`config.mk`:
```
export PLATFORM = sky130hd
export DESIGN_NAME = lacm_top
export DESIGN_NICKNAME = d
export VERILOG_FILES = /design/src/hw/lacm_pkg.sv /design/src/hw/lacm_top.sv
export VERILOG_INCLUDE_DIRS = /design/src /design/src/hw
export SDC_FILE = /design/constraint.sdc
export NUM_CORES = 1
export LEC_CHECK = 0
export BUFFER_PORTS_ARGS = -buffer_cell sky130_fd_sc_hd__buf_4
export CORE_MARGIN = 3
export CORE_UTILIZATION = 57
export DETAILED_ROUTE_END_ITERATION = 8
export MAX_ROUTING_LAYER = met4
export PLACE_DENSITY = 0.85
export SETUP_SLACK_MARGIN = 0.3
export SKIP_LAST_GASP = 1
export SLEW_MARGIN = 0
export SYNTH_ARGS = -nofsm -noshare
export SYNTH_HDL_FRONTEND = slang
export SYNTH_SLANG_ARGS = --single-unit
export TNS_END_PERCENT = 100
```
`constraint.sdc`:
```
create_clock -name clk -period 9 [get_ports clk]
set_clock_uncertainty 0.1 [all_clocks]
set_input_delay 1.35 -clock clk [delete_from_list [all_inputs] [get_ports clk]]
set_output_delay 1.35 -clock clk [all_outputs]
set_load 0.05 [all_outputs]
```
`src/hw/lacm_map.svh`:
```
// lacm_map.svh: offsets, fields, reset values and timing counts of the lamp alarm/cooldown manager
// assumes a 50 MHz system clock; times are kept in ms or s, derived to cycles in the design
`ifndef LACM_MAP_SVH
`define LACM_MAP_SVH
`define LACM_CLK_HZ      50000000
`define LACM_MS_PER_S    1000
`define LACM_FILT_MS     300
`define LACM_SHUT_MS     2000
`define LACM_FB_MS       2000
`define LACM_FLOW_MS     2000
`define LACM_WARM_S      180
`define LACM_COOL_MAX_S  180
`define LACM_COOL_MIN_S  30
`define LACM_SEC_PER_HR  3600
`define LACM_LED_ON_MS   250
`define LACM_LED_OFF_MS  250
`define LACM_FLICK_MS    50
`define LACM_LED_GAP_MS  1500
`define LACM_A_CTRL      8'h00
`define LACM_A_COOL      8'h04
`define LACM_A_KP        8'h08
`define LACM_A_KI        8'h0C
`define LACM_A_SETP      8'h10
`define LACM_A_HOURS     8'h14
`define LACM_A_CODE      8'h18
`define LACM_A_STAT      8'h1C
`define LACM_CTRL_VFD    0
`define LACM_CTRL_CLR    1
`define LACM_RST_COOL    16'h003C
`define LACM_RST_KP      8'h10
`define LACM_RST_KI      8'h02
`define LACM_RST_SETP    12'h190
`define LACM_C_FIRST_FLT 5'h07
`define LACM_C_WARM      10
`define LACM_C_STRIKE    11
`define LACM_C_UNLATCH   18
`define LACM_C_HOTSW     19
`define LACM_C_SHUT      20
`define LACM_C_FAN       21
`define LACM_C_FLOW      22
`define LACM_P_LAMP      0
`define LACM_P_ILOCK     1
`define LACM_P_THERM     2
`define LACM_P_SHUT      3
`define LACM_P_FAN       4
`define LACM_P_FLOW      5
`endif

```
`src/hw/lacm_pkg.sv`:
```
// lacm_pkg: types of the lamp alarm/cooldown manager
// assumes lacm_map.svh defines the numeric constants
package lacm_pkg;
   typedef enum logic [1:0] {LS_OFF, LS_ON, LS_COOL} lacm_lamp_t;
   typedef enum logic [1:0] {LP_GAP, LP_ON, LP_OFF} lacm_led_t;
   // software bus request
   typedef struct packed {
      logic [7:0]  addr;
      logic [31:0] wdata;
      logic        wr;
      logic        rd;
   } lacm_bus_t;
   // complete state of the manager
   typedef struct packed {
      logic [5:0]        s1, s2, s3, pin;
      logic [1:0]        fval;
      logic [1:0][8:0]   fcnt;
      logic [15:0]       pre;
      logic [9:0]        ms_in_s;
      logic [11:0]       s_in_hr;
      logic [19:0]       hours;
      logic [2:0][11:0]  wd;
      logic [7:0]        warm_s;
      lacm_lamp_t        st;
      logic [15:0]       cool_s;
      logic              low_at_off;
      logic [22:0]       flt_lat;
      logic [4:0]        code;
      logic              alarm;
      lacm_led_t         lph;
      logic [10:0]       led_ms;
      logic [4:0]        led_i, led_code;
      logic              led_g, led_r;
      logic signed [15:0] integ;
      logic [7:0]        air;
      logic              vfd;
      logic [15:0]       cool_param;
      logic [7:0]        kp, ki;
      logic [11:0]       setp;
      logic [31:0]       rdata;
   } lacm_state_t;
endpackage

```
`src/hw/lacm_top.sv`:
```
// lacm_top: alarm classification, LED flash code, cooldown sequencing, hour meter
// assumes pins are asynchronous and active low; condition inputs and temperature are on clk
//
// Decided for this implementation: the register offsets and the strobed register port.
`timescale 1ns/1ps
`include "lacm_map.svh"
module lacm_top #(
   parameter int MS_CYC = `LACM_CLK_HZ / `LACM_MS_PER_S
) (
   input  wire logic             clk,
   input  wire logic             rst,
   input  wire lacm_pkg::lacm_bus_t bus,
   output logic [31:0]           rdata,
   input  wire logic             lamp_en_n,
   input  wire logic             interlock_n,
   input  wire logic             lamp_sw_n,
   input  wire logic             shutter_open_n,
   input  wire logic             fan_fb_n,
   input  wire logic             flow_ok_n,
   input  wire logic             shutter_cmd,
   input  wire logic             lamp_ignited,
   input  wire logic             lamp_ready,
   input  wire logic [11:0]      lamp_temp,
   input  wire logic [22:0]      cond_in,
   output logic                  lamp_on,
   output logic                  blower_on,
   output logic [7:0]            airflow,
   output logic                  alarm_out,
   output logic [4:0]            fault_code,
   output logic [19:0]           lamp_hours,
   output logic                  led_green,
   output logic                  led_red
);
   import lacm_pkg::*;

   // highest active code wins
   function automatic logic [4:0] top_code(input logic [22:0] act);
      top_code = 5'h00;
      for (int i = 1; i < 23; i++)
         if (act[i]) top_code = 5'(i);
   endfunction

   // flash count tied to each code
   function automatic logic [4:0] flashes(input logic [4:0] c);
      if (c <= 5'h02) flashes = (c == 5'h00) ? 5'h01 : c;
      else if (c <= 5'h06) flashes = c - 5'h02;
      else flashes = c - 5'h06;
   endfunction

   lacm_state_t r, n;
   logic [5:0]  pins_raw;
   logic        ms_tick, s_tick, fault_any, req, cool_done;
   logic [22:0] cur, act;
   logic [10:0] ph_len;
   logic signed [12:0] err;
   logic signed [21:0] pterm, iterm;
   logic signed [22:0] isum, osum;
   logic [31:0] rmux;

   // pins as active-high conditions
   assign pins_raw = {~flow_ok_n, ~fan_fb_n, ~shutter_open_n, ~lamp_sw_n, ~interlock_n, ~lamp_en_n};

   always_comb begin
      n = r;
      cur = cond_in;
      cur[0] = 1'b0;
      ph_len = 11'(`LACM_LED_ON_MS);
      rmux = 32'h0000_0000;
      err = 13'sh0000;
      pterm = 22'sh000000;
      iterm = 22'sh000000;
      isum = 23'sh000000;
      osum = 23'sh000000;
      cool_done = 1'b0;
      // three-stage sync, change taken when stages two and three agree
      n.s1 = pins_raw;
      n.s2 = r.s1;
      n.s3 = r.s2;
      for (int i = 0; i < 6; i++)
         if (r.s2[i] == r.s3[i]) n.pin[i] = r.s3[i];
      // ms and s time base
      ms_tick = (r.pre == 16'(MS_CYC - 1));
      n.pre = ms_tick ? 16'h0000 : r.pre + 16'h0001;
      s_tick = ms_tick && (r.ms_in_s == 10'(`LACM_MS_PER_S - 1));
      if (ms_tick) n.ms_in_s = s_tick ? 10'h000 : r.ms_in_s + 10'h001;
      // 300 ms persistence filter on interlock and thermal switch
      for (int i = 0; i < 2; i++) begin
         if (r.pin[`LACM_P_ILOCK + i] == r.fval[i]) n.fcnt[i] = 9'h000;
         else if (ms_tick) begin
            if (r.fcnt[i] == 9'(`LACM_FILT_MS - 1)) begin
               n.fval[i] = r.pin[`LACM_P_ILOCK + i];
               n.fcnt[i] = 9'h000;
            end else n.fcnt[i] = r.fcnt[i] + 9'h001;
         end
      end
      // ms watchdogs: shutter mismatch, fan feedback, airflow switch
      n.wd[0] = (shutter_cmd == r.pin[`LACM_P_SHUT]) ? 12'h000 : r.wd[0];
      n.wd[1] = (r.st == LS_OFF || r.pin[`LACM_P_FAN]) ? 12'h000 : r.wd[1];
      n.wd[2] = (r.st == LS_OFF || r.pin[`LACM_P_FLOW]) ? 12'h000 : r.wd[2];
      for (int i = 0; i < 3; i++)
         if (ms_tick && n.wd[i] != 12'(`LACM_FB_MS)) n.wd[i] = n.wd[i] + 12'h001;
      // internal detectors add to the external condition bits of the same code
      cur[`LACM_C_SHUT] = cur[`LACM_C_SHUT] | (r.wd[0] == 12'(`LACM_SHUT_MS));
      cur[`LACM_C_FAN]  = cur[`LACM_C_FAN] | (r.wd[1] == 12'(`LACM_FB_MS));
      cur[`LACM_C_FLOW] = cur[`LACM_C_FLOW] | (r.wd[2] == 12'(`LACM_FLOW_MS));
      cur[`LACM_C_UNLATCH] = cur[`LACM_C_UNLATCH] | ~r.fval[0];
      cur[`LACM_C_HOTSW]   = cur[`LACM_C_HOTSW] | ~r.fval[1];
      // warm-up and strike supervision
      if (r.st != LS_ON) n.warm_s = 8'h00;
      else if (s_tick && r.warm_s != 8'(`LACM_WARM_S)) n.warm_s = r.warm_s + 8'h01;
      cur[`LACM_C_WARM]   = cur[`LACM_C_WARM] | ((r.st == LS_ON) && (r.warm_s == 8'(`LACM_WARM_S)) &&
                            lamp_ignited && !lamp_ready);
      cur[`LACM_C_STRIKE] = cur[`LACM_C_STRIKE] | ((r.st == LS_ON) && (r.warm_s == 8'(`LACM_WARM_S)) &&
                            !lamp_ignited);
      // faults latch; a new fault wins over a software clear
      if (bus.wr && bus.addr == `LACM_A_CTRL && bus.wdata[`LACM_CTRL_CLR]) n.flt_lat = 23'h000000;
      n.flt_lat[22:7] = n.flt_lat[22:7] | cur[22:7];
      n.flt_lat[6:0] = 7'h00;
      act = {n.flt_lat[22:7], cur[6:0]};
      n.code = top_code(act);
      n.alarm = (n.code >= `LACM_C_FIRST_FLT);
      fault_any = |n.flt_lat[22:7];
      // lamp and cooldown sequencing
      req = r.pin[`LACM_P_LAMP];
      if (s_tick && r.st == LS_COOL) n.cool_s = r.cool_s + 16'h0001;
      if (r.vfd)
         cool_done = (r.cool_s >= 16'(`LACM_COOL_MAX_S)) ||
                     ((lamp_temp <= r.cool_param[11:0]) &&
                      (!r.low_at_off || r.cool_s > 16'(`LACM_COOL_MIN_S))); // first second may be short
      else cool_done = (r.cool_s >= r.cool_param);
      unique case (r.st)
         LS_OFF: if (req && !fault_any) n.st = LS_ON;
         LS_ON: if (!req || fault_any) begin
            n.st = LS_COOL;
            n.cool_s = 16'h0000;
            n.low_at_off = (lamp_temp < r.cool_param[11:0]);
         end
         LS_COOL: if (cool_done) n.st = LS_OFF;
      endcase
      // PI regulator on lamp air temperature, integral updated each ms, output each clock
      err = 13'(signed'({1'b0, lamp_temp})) - 13'(signed'({1'b0, r.setp}));
      pterm = 22'(err * signed'({1'b0, r.kp}));
      iterm = 22'(err * signed'({1'b0, r.ki}));
      isum = 23'(r.integ) + 23'(iterm >>> 4);
      if (r.st != LS_ON) n.integ = 16'sh0000;
      else if (ms_tick) begin
         if (isum > 23'sh007FFF) n.integ = 16'sh7FFF;
         else if (isum < -23'sh008000) n.integ = -16'sh8000;
         else n.integ = 16'(isum);
      end
      osum = 23'(pterm >>> 4) + 23'(r.integ);
      if (n.st == LS_COOL) n.air = 8'hFF;
      else if (n.st == LS_OFF) n.air = 8'h00;
      else if (osum > 23'sh0000FF) n.air = 8'hFF;
      else if (osum < 23'sh000000) n.air = 8'h00;
      else n.air = osum[7:0];
      // hour meter; a software write wins over the increment
      if (s_tick && r.st == LS_ON) begin
         if (r.s_in_hr == 12'(`LACM_SEC_PER_HR - 1)) begin
            n.s_in_hr = 12'h000;
            n.hours = r.hours + 20'h00001;
         end else n.s_in_hr = r.s_in_hr + 12'h001;
      end
      // register writes
      if (bus.wr) begin
         unique case (bus.addr)
            `LACM_A_CTRL:  n.vfd = bus.wdata[`LACM_CTRL_VFD];
            `LACM_A_COOL:  n.cool_param = bus.wdata[15:0];
            `LACM_A_KP:    n.kp = bus.wdata[7:0];
            `LACM_A_KI:    n.ki = bus.wdata[7:0];
            `LACM_A_SETP:  n.setp = bus.wdata[11:0];
            `LACM_A_HOURS: begin
               n.hours = bus.wdata[19:0];
               n.s_in_hr = 12'h000;
            end
            default: ;
         endcase
      end
      // read mux; unmapped words read zero
      unique case (bus.addr)
         `LACM_A_CTRL:  rmux = {31'h0, r.vfd};
         `LACM_A_COOL:  rmux = {16'h0, r.cool_param};
         `LACM_A_KP:    rmux = {24'h0, r.kp};
         `LACM_A_KI:    rmux = {24'h0, r.ki};
         `LACM_A_SETP:  rmux = {20'h0, r.setp};
         `LACM_A_HOURS: rmux = {12'h0, r.hours};
         `LACM_A_CODE:  rmux = {27'h0, r.code};
         `LACM_A_STAT:  rmux = {26'h0, r.low_at_off, r.st, r.alarm, r.st == LS_ON, r.st != LS_OFF};
         default:       rmux = 32'h0000_0000;
      endcase
      n.rdata = bus.rd ? rmux : 32'h0000_0000;
      // LED flash sequencer, code sampled at the start of each group
      if (r.lph == LP_ON) ph_len = (r.led_code == 5'h00) ? 11'(`LACM_FLICK_MS) : 11'(`LACM_LED_ON_MS);
      else if (r.lph == LP_OFF) ph_len = 11'(`LACM_LED_OFF_MS);
      else ph_len = 11'(`LACM_LED_GAP_MS);
      if (ms_tick) begin
         n.led_ms = r.led_ms + 11'h001;
         if (r.led_ms == ph_len - 11'h001) begin
            n.led_ms = 11'h000;
            unique case (r.lph)
               LP_GAP: begin
                  n.lph = LP_ON;
                  n.led_i = 5'h00;
                  n.led_code = r.code;
               end
               LP_ON: n.lph = LP_OFF;
               LP_OFF: begin
                  if (r.led_i + 5'h01 == flashes(r.led_code)) n.lph = LP_GAP;
                  else begin
                     n.lph = LP_ON;
                     n.led_i = r.led_i + 5'h01;
                  end
               end
            endcase
         end
      end
      // colour: green events, alternating warnings, red faults
      n.led_g = (n.lph == LP_ON) && ((n.led_code <= 5'h02) ||
                (n.led_code <= 5'h06 && !n.led_i[0]));
      n.led_r = (n.lph == LP_ON) && ((n.led_code >= `LACM_C_FIRST_FLT) ||
                (n.led_code >= 5'h03 && n.led_i[0]));
   end

   // single state register
   always_ff @(posedge clk or posedge rst) begin
      if (rst) begin
         r <= '0;
         r.st <= LS_OFF;
         r.lph <= LP_GAP;
         r.fval <= 2'h3;
         r.cool_param <= `LACM_RST_COOL;
         r.kp <= `LACM_RST_KP;
         r.ki <= `LACM_RST_KI;
         r.setp <= `LACM_RST_SETP;
      end else r <= n;
   end

   assign rdata      = r.rdata;
   assign lamp_on    = (r.st == LS_ON);
   assign blower_on  = (r.st != LS_OFF);
   assign airflow    = r.air;
   assign alarm_out  = r.alarm;
   assign fault_code = r.code;
   assign lamp_hours = r.hours;
   assign led_green  = r.led_g;
   assign led_red    = r.led_r;
endmodule // lacm_top

```
==> results of run 1 <==
-- layer usage --
metal	share of wire [%]	up-vias	routed length (um)	track usage (%)
li1	-	9632	-	-
met1	38	10600	25200	33.6
met2	50	892	33400	46.9
met3	7.0	253	4610	4.44
met4	4.4	0	2880	11.5
met5	0	-	0	-
-- report_power, final --
part           switching (W)  internal (W)
Clock               0.000576      0.000787
Sequential         0.0000422       0.00138
Combinational       0.000507      0.000419
-- metrics by stage --
step	hold slack (ns)	setup WS (ns)	area [um2]	power, W
final	0.253	-0.205	29700	0.00371
after global routing	0.259	-0.507	29700	0.00387
after CTS	0.255	-0.261	29300	0.00367
after detailed placement	0.236	-0.893	27900	0.00228
after global placement	0.234	-0.664	27900	0.00224
after floorplan	0.231	-0.101	25700	0.00198
-- kinds of logic (layout without fill, tap and decap cells) --
family / Yosys count / in the layout / synth area share (%)
and+or+nand+nor: 887 / 887 / 17.6
buffers and inverters: 495 / 756 / 8.40
AOI/OAI and AO/OA: 446 / 446 / 11.6
adders and majority gates: 366 / 366 / 23.0
DFF: 301 / 301 / 29.7
xor gates and xnor gates: 184 / 184 / 6.35
muxes: 76 / 76 / 3.31
other: 1 / 12 / 0.0148
-- path summary, 6_finish.rpt --
check / from / end / slack (ns) / cells after the start
worst min register to register: n[310] / n[304] / 0.25 / 0
max in group asynchronous: rst / r[87] / 6.31 / 3
worst max-delay path: lamp_temp[1] / airflow[6] / -0.21 / 37
worst max register to register: r[33] / airflow[6] / 0.06 / 37
worst min-delay path: n[310] / n[304] / 0.25 / 0
min in group asynchronous: rst / r[141] / 0.92 / 2
-- Yosys cell counts (41+ instances only) --
cell / n
a21oi_1: 115
and2_1: 91
and3_1: 43
buf_4: 65
clkbuf_1: 66
dfrtp_1: 290
fa_1: 171
ha_1: 188
inv_1: 351
mux2_2: 60
nand2_1: 241
nand2b_1: 44
nand3_1: 76
nand4_1: 41
nor2_1: 194
o21ai_0: 111
xnor2_1: 101
xor2_1: 83
-- flip-flops by register name, indices dropped and copies added (netlist names) --
name and count:
led_red 1, rdata 20, lamp_hours 20, led_green 1, airflow 8, alarm_out 1
fault_code 5, r 233, n 12
-- worst reg2reg max path, delay by kind of cell (launching register included) --
kind,cells,cell delay (ns)
adder cells (fa/ha/maj),7,2.81
AND/OR/NAND/NOR,6,1.19
AO/OA/AOI/OAI,16,3.19
flip-flops,1,0.52
XOR/XNOR,2,0.22
buffers and inverters,5,0.46
multiplexers,1,0.36
-- layout make-up --
class / count / area share, %
clock buffer: 52 / 3.43
timing repair buffer: 346 / 9.05
multi-input combinational: 1971 / 54.9
inverter: 351 / 4.49
clock inverter: 7 / 0.240
sequential: 301 / 25.4
tap: 585 / 2.46
-- timing repair --
action,4_1_cts,5_1_grt
cloned,0,1
pin swaps,37,63
setup endpoints to repair,24,24
buffers inserted,18,19
hold buffers,0,0
gates resized for setup,37,58
==> metrics.yaml, run 1 <==
synth.cell_area_um2: 25400
hold_viol_final: 0
cp.arrival_ns: 9.53
grt_usage_pct: 27.9
required_ns: 9.32
area.sequential_um2: 7550
synth_cell_types: 92
clock_latency_ns: 0.54
crit_slowest_cell: "fa_1"
core_um2: 43600
io_pins: 158
syn-instance-count: 2756
nets: 3452
avgRoutedWirePerCell_um: 18.3
wirelength_um: 66100
gp_congestion: 0.914
syn2layout_area_growth_pct: 17.0
tightest_slew_ns: 1.07
powerDensity_nw_per_um2: 125
leakagePower_nw: 14.1
ys_seq_area_share_pct: 29.7
cap_violations: 0
grt_pass1_vias: 22000
grt_pass1_wl_um: 106000
synth_edf_count: 0
remaining_drc_errors: 0
std_cell_rows: 76
synth.largest_area_cell: "dfrtp_1"
worstSetupEndpointType: "flip-flop"
layout_commonest_cell: "inv_1"
async_flop_share_pct: 100
overflow: 0
port_buffers: 132
fillers: 3062
fin_crit_sh_pct: 102
crit_top_cell: "fa_1"
final_max_slew_viol_count: 0
dieArea_um2: 47100
drtPass1Iterations: 9
multiInputGateArea_um2: 16300
postSynthAreaPerCell_um2: 9.21
start_util_pct: 58.3
vdd_drop_max_v: 0.000149
drive_above_1_share_pct: 19.6
hp-class: "flip-flop to flip-flop"
htreeDepth: 2
grt_max_degree: 180
fin_ws_ns: -0.205
antenna_found_initial: 0
synth.area.top_cells: "dfrtp_1 29%, fa_1 13%, ha_1 9.3%"
rsz0062_at_grt: "yes"
diodes: 0
synthFlopType: "dfrtp_1"
instances_no_fill: 3613
critPathKind: "primary input to flip-flop"
crit_family: "compound AO/OA/AOI/OAI gates"
violations: "negative setup slack"
min_period_ns: 9.21
cts_buffers: 34
synth_top_area_share_pct: 28.6
layout_common_cells: "335 x inv_1, 331 x buf_4, 290 x dfrtp_1"
vias: 21300
drt_iter0_drc: 1976
slowest_delay_ns: 0.55
numClockSinks: 301
relSlewSlack_pct: 28.6
crit_fanout: 8
yosysWarnings: 0
cts-root-buf: "clkbuf_16"
hpwl_um: 48300
vias_per_cell: 5.90
fmax_ghz: 0.109
synth.ff_latch_count: 301
setup_viol: 23
die_h_um: 217
ant_nets: 0
post-route-util_pct: 68.2
cp.buffers_inverters: 5
cts_max_path_buffers: 3
dieWidth_um: 217
worst_setup_path_start_kind: "primary input"
clk_pin_slew_ns: 0.06
outcome: "finished, violations left"
cts_tree: "built"
dp_cells: 3516
tns_ns: -3.82
No activity file was read; power rests on OpenSTA's default activity.
==> inputs of run 2 (changes only) <==
--- a/config.mk
+++ b/config.mk
@@ -6,12 +6,14 @@
 export SDC_FILE = /design/constraint.sdc
 export NUM_CORES = 1
 export LEC_CHECK = 0
+export ABC_AREA = 1
 export BUFFER_PORTS_ARGS = -buffer_cell sky130_fd_sc_hd__buf_4
+export CAP_MARGIN = 10
 export CORE_MARGIN = 3
 export CORE_UTILIZATION = 57
 export DETAILED_ROUTE_END_ITERATION = 8
 export MAX_ROUTING_LAYER = met4
-export PLACE_DENSITY = 0.85
+export PLACE_DENSITY = 0.76
 export SETUP_SLACK_MARGIN = 0.3
 export SKIP_LAST_GASP = 1
 export SLEW_MARGIN = 0
==> metrics.yaml, run 2 <==
post-route-util_pct: 67.5  # -0.71 points
r2r_cells: 40  # +8.1%
diodes: 0  # unchanged
grt_pass1_wl_um: 111000  # +5.1%
leakagePower_nw: 15.4  # +8.8%
cts_hold_buf: 0  # unchanged
outcome: "finished, final reports clean"
synth.ff_latch_count: 301  # unchanged
dieWidth_um: 219  # +0.75%
final_max_slew_viol_count: 0  # unchanged
synth.area.top_cells: "dfrtp_1 28%, fa_1 13%, inv_1 9.7%"
syn2layout_area_growth_pct: 16.3
remaining_drc_errors: 0  # unchanged
wirelength_um: 68000  # +2.9%
fmax_ghz: 0.120  # +10%
critPathKind: "primary input to flip-flop"
vias: 22200  # +4.2%
worstSetupEndpointType: "flip-flop"
postSynthAreaPerCell_um2: 7.84  # -15%
clock_latency_ns: 0.56  # +0.02 ns
clk_pin_slew_ns: 0.06  # about the same
layout_common_cells: "649 x inv_1, 625 x nand2_1, 311 x nor2_1, 311 x buf_4, 290 x dfrtp_1"
tightest_slew_ns: 1.09  # +0.0174 ns
cts_max_path_buffers: 3  # unchanged
cts_tree: "built"
largest_register_ffs: 233  # unchanged
required_ns: 9.39  # +0.07 ns
rsz0062_at_grt: "no"
crit_slowest_cell: "fa_1"
synthTopCellsByCount: "663 x inv_1, 637 x nand2_1, 317 x nor2_1"
relSlewSlack_pct: 27.4  # -1.2 points
nets: 3994  # +16%
hp-start: "n[309]"
antenna_found_initial: 0  # unchanged
numClockSinks: 301  # unchanged
crit_top_cell: "nand2_1"
hold_ws_ns: 0.245  # -0.00751 ns
vias_per_cell: 5.34  # -9.6%
hold_depth: 0  # unchanged
ys_seq_area_share_pct: 29.3  # -0.45 points
fin_ws_ns: 0.664  # +0.869 ns
vdd_drop_max_v: 0.000155  # +4.3%
grt_pass1_vias: 22600  # +2.7%
drt_iter0_drc: 1413  # -28%
setup_viol: 0  # -100%
crit_fanout: 15  # +7
avgRoutedWirePerCell_um: 16.3  # -11%
htreeDepth: 2  # unchanged
hp-class: "flip-flop to flip-flop"
syn-instance-count: 3288  # +19%
powerDensity_nw_per_um2: 134  # +7.6%
top_register: "r"
hold_viol_final: 0  # unchanged
dieArea_um2: 47800  # +1.5%
grt_max_degree: 135  # -25%
slowest_delay_ns: 0.54  # about the same
cts-root-buf: "clkbuf_16"
tns_ns: 0  # +3.82 ns
synthFlopType: "dfrtp_1"
drtPass1Iterations: 6  # -3
gp_congestion: 0.963  # +5.4%
die_h_um: 219  # +0.75%
layout_commonest_cell: "inv_1"
start_util_pct: 58.0  # -0.25 points
core_um2: 44400  # +2.0%
pre_cts_ws_ns: -0.498  # +0.396 ns
fin_crit_sh_pct: 92.6  # -9.7 points
async_flop_share_pct: 100  # unchanged
yosysWarnings: 0  # unchanged
synth_edf_count: 0  # unchanged
cp.arrival_ns: 8.72  # -0.81 ns
synth.largest_area_cell: "dfrtp_1"
synth_top_area_share_pct: 28.2  # -0.44 points
port_buffers: 132  # unchanged
cts_buffers: 35  # +2.9%
synth_cell_types: 69  # -25%
std_cell_rows: 77  # +1.3%
reg2reg_from: "r[36]"
grt_usage_pct: 29.5  # +1.7 points
synth_most_common_cell: "inv_1"
ant_nets: 0  # unchanged
io_pins: 158  # unchanged
cap_violations: 0  # unchanged
overflow: 0  # unchanged
drive_above_1_share_pct: 15.4  # -4.2 points
cp-startpoint: "lamp_temp[0]"
worst_setup_path_start_kind: "primary input"
synth.cell_area_um2: 25800  # +1.5%
min_period_ns: 8.34  # -0.869 ns
hpwl_um: 52900  # +9.3%
==> run 2: area by class of cell <==
class / count / area, um2
timing repair buffer: 316 / 2420
sequential: 301 / 7550
tap: 592 / 741
inverter: 677 / 2550
multi-input combinational: 2216 / 15500
clock inverter: 14 / 169
clock buffer: 49 / 1020
fill: 3635 / 14400
==> run 2: repair_timing <==
item,in CTS,in global routing
endpoints found under the setup margin,23,24
pin swaps,1,31
cloned,0,0
buffers inserted,3,8
resized for setup,8,100
==> run 2: routing by layer <==
metal / vias to the layer above / wire length [um] / GRT usage, %
li1: 10700 / - / -
met1: 10700 / 28500 / 37.0
met2: 625 / 33700 / 49.7
met3: 161 / 3560 / 3.43
met4: 0 / 2320 / 10.9
met5: - / 0 / -
==> run 2: power by group <==
group          switching [W]  internal (W)  total, W
Combinational       0.000686      0.000428   0.00111
Clock               0.000609      0.000857   0.00147
Sequential         0.0000441       0.00140   0.00144
==> run 2: final timing paths <==
kind | endpoint | slack [ns]
max | r[88] | 0.66
min reg2reg | n[303] | 0.25
max in group asynchronous | r[99] | 6.06
min in group asynchronous | lamp_hours[13] | 0.85
min | n[303] | 0.25
max reg2reg | r[88] | 1.05
==> run 2: cells by family (layout without fill, tap and decap cells) <==
group                      count (synthesis)  in the layout  share of synthesized area (%)
AOI/OAI and AO/OA                        409            409                           9.04
xor gates and xnor gates                 148            148                           5.03
adders and majority gates                365            365                           22.6
buffers and inverters                    782           1056                           12.4
DFF                                      301            301                           29.3
muxes                                      3              3                          0.131
other                                      1             12                         0.0145
and+or+nand+nor                         1279           1279                           21.4
==> run 2: stage by stage <==
step	instances	area, um2	power [W]
global route	4165	30000	0.00423
global placement	4090	28200	0.00250
floorplan	3299	25800	0.00217
finish	4165	30000	0.00402
detailed placement	4090	28200	0.00253
CTS	4156	29500	0.00400
==> run 2: critical path, delay by kind of cell <==
kind,cells,cell delay (ns)
compound gates,7,0.94
xor+xnor,2,0.40
fa+ha+maj,8,3.08
buf+inv,12,1.31
simple gates,16,1.63
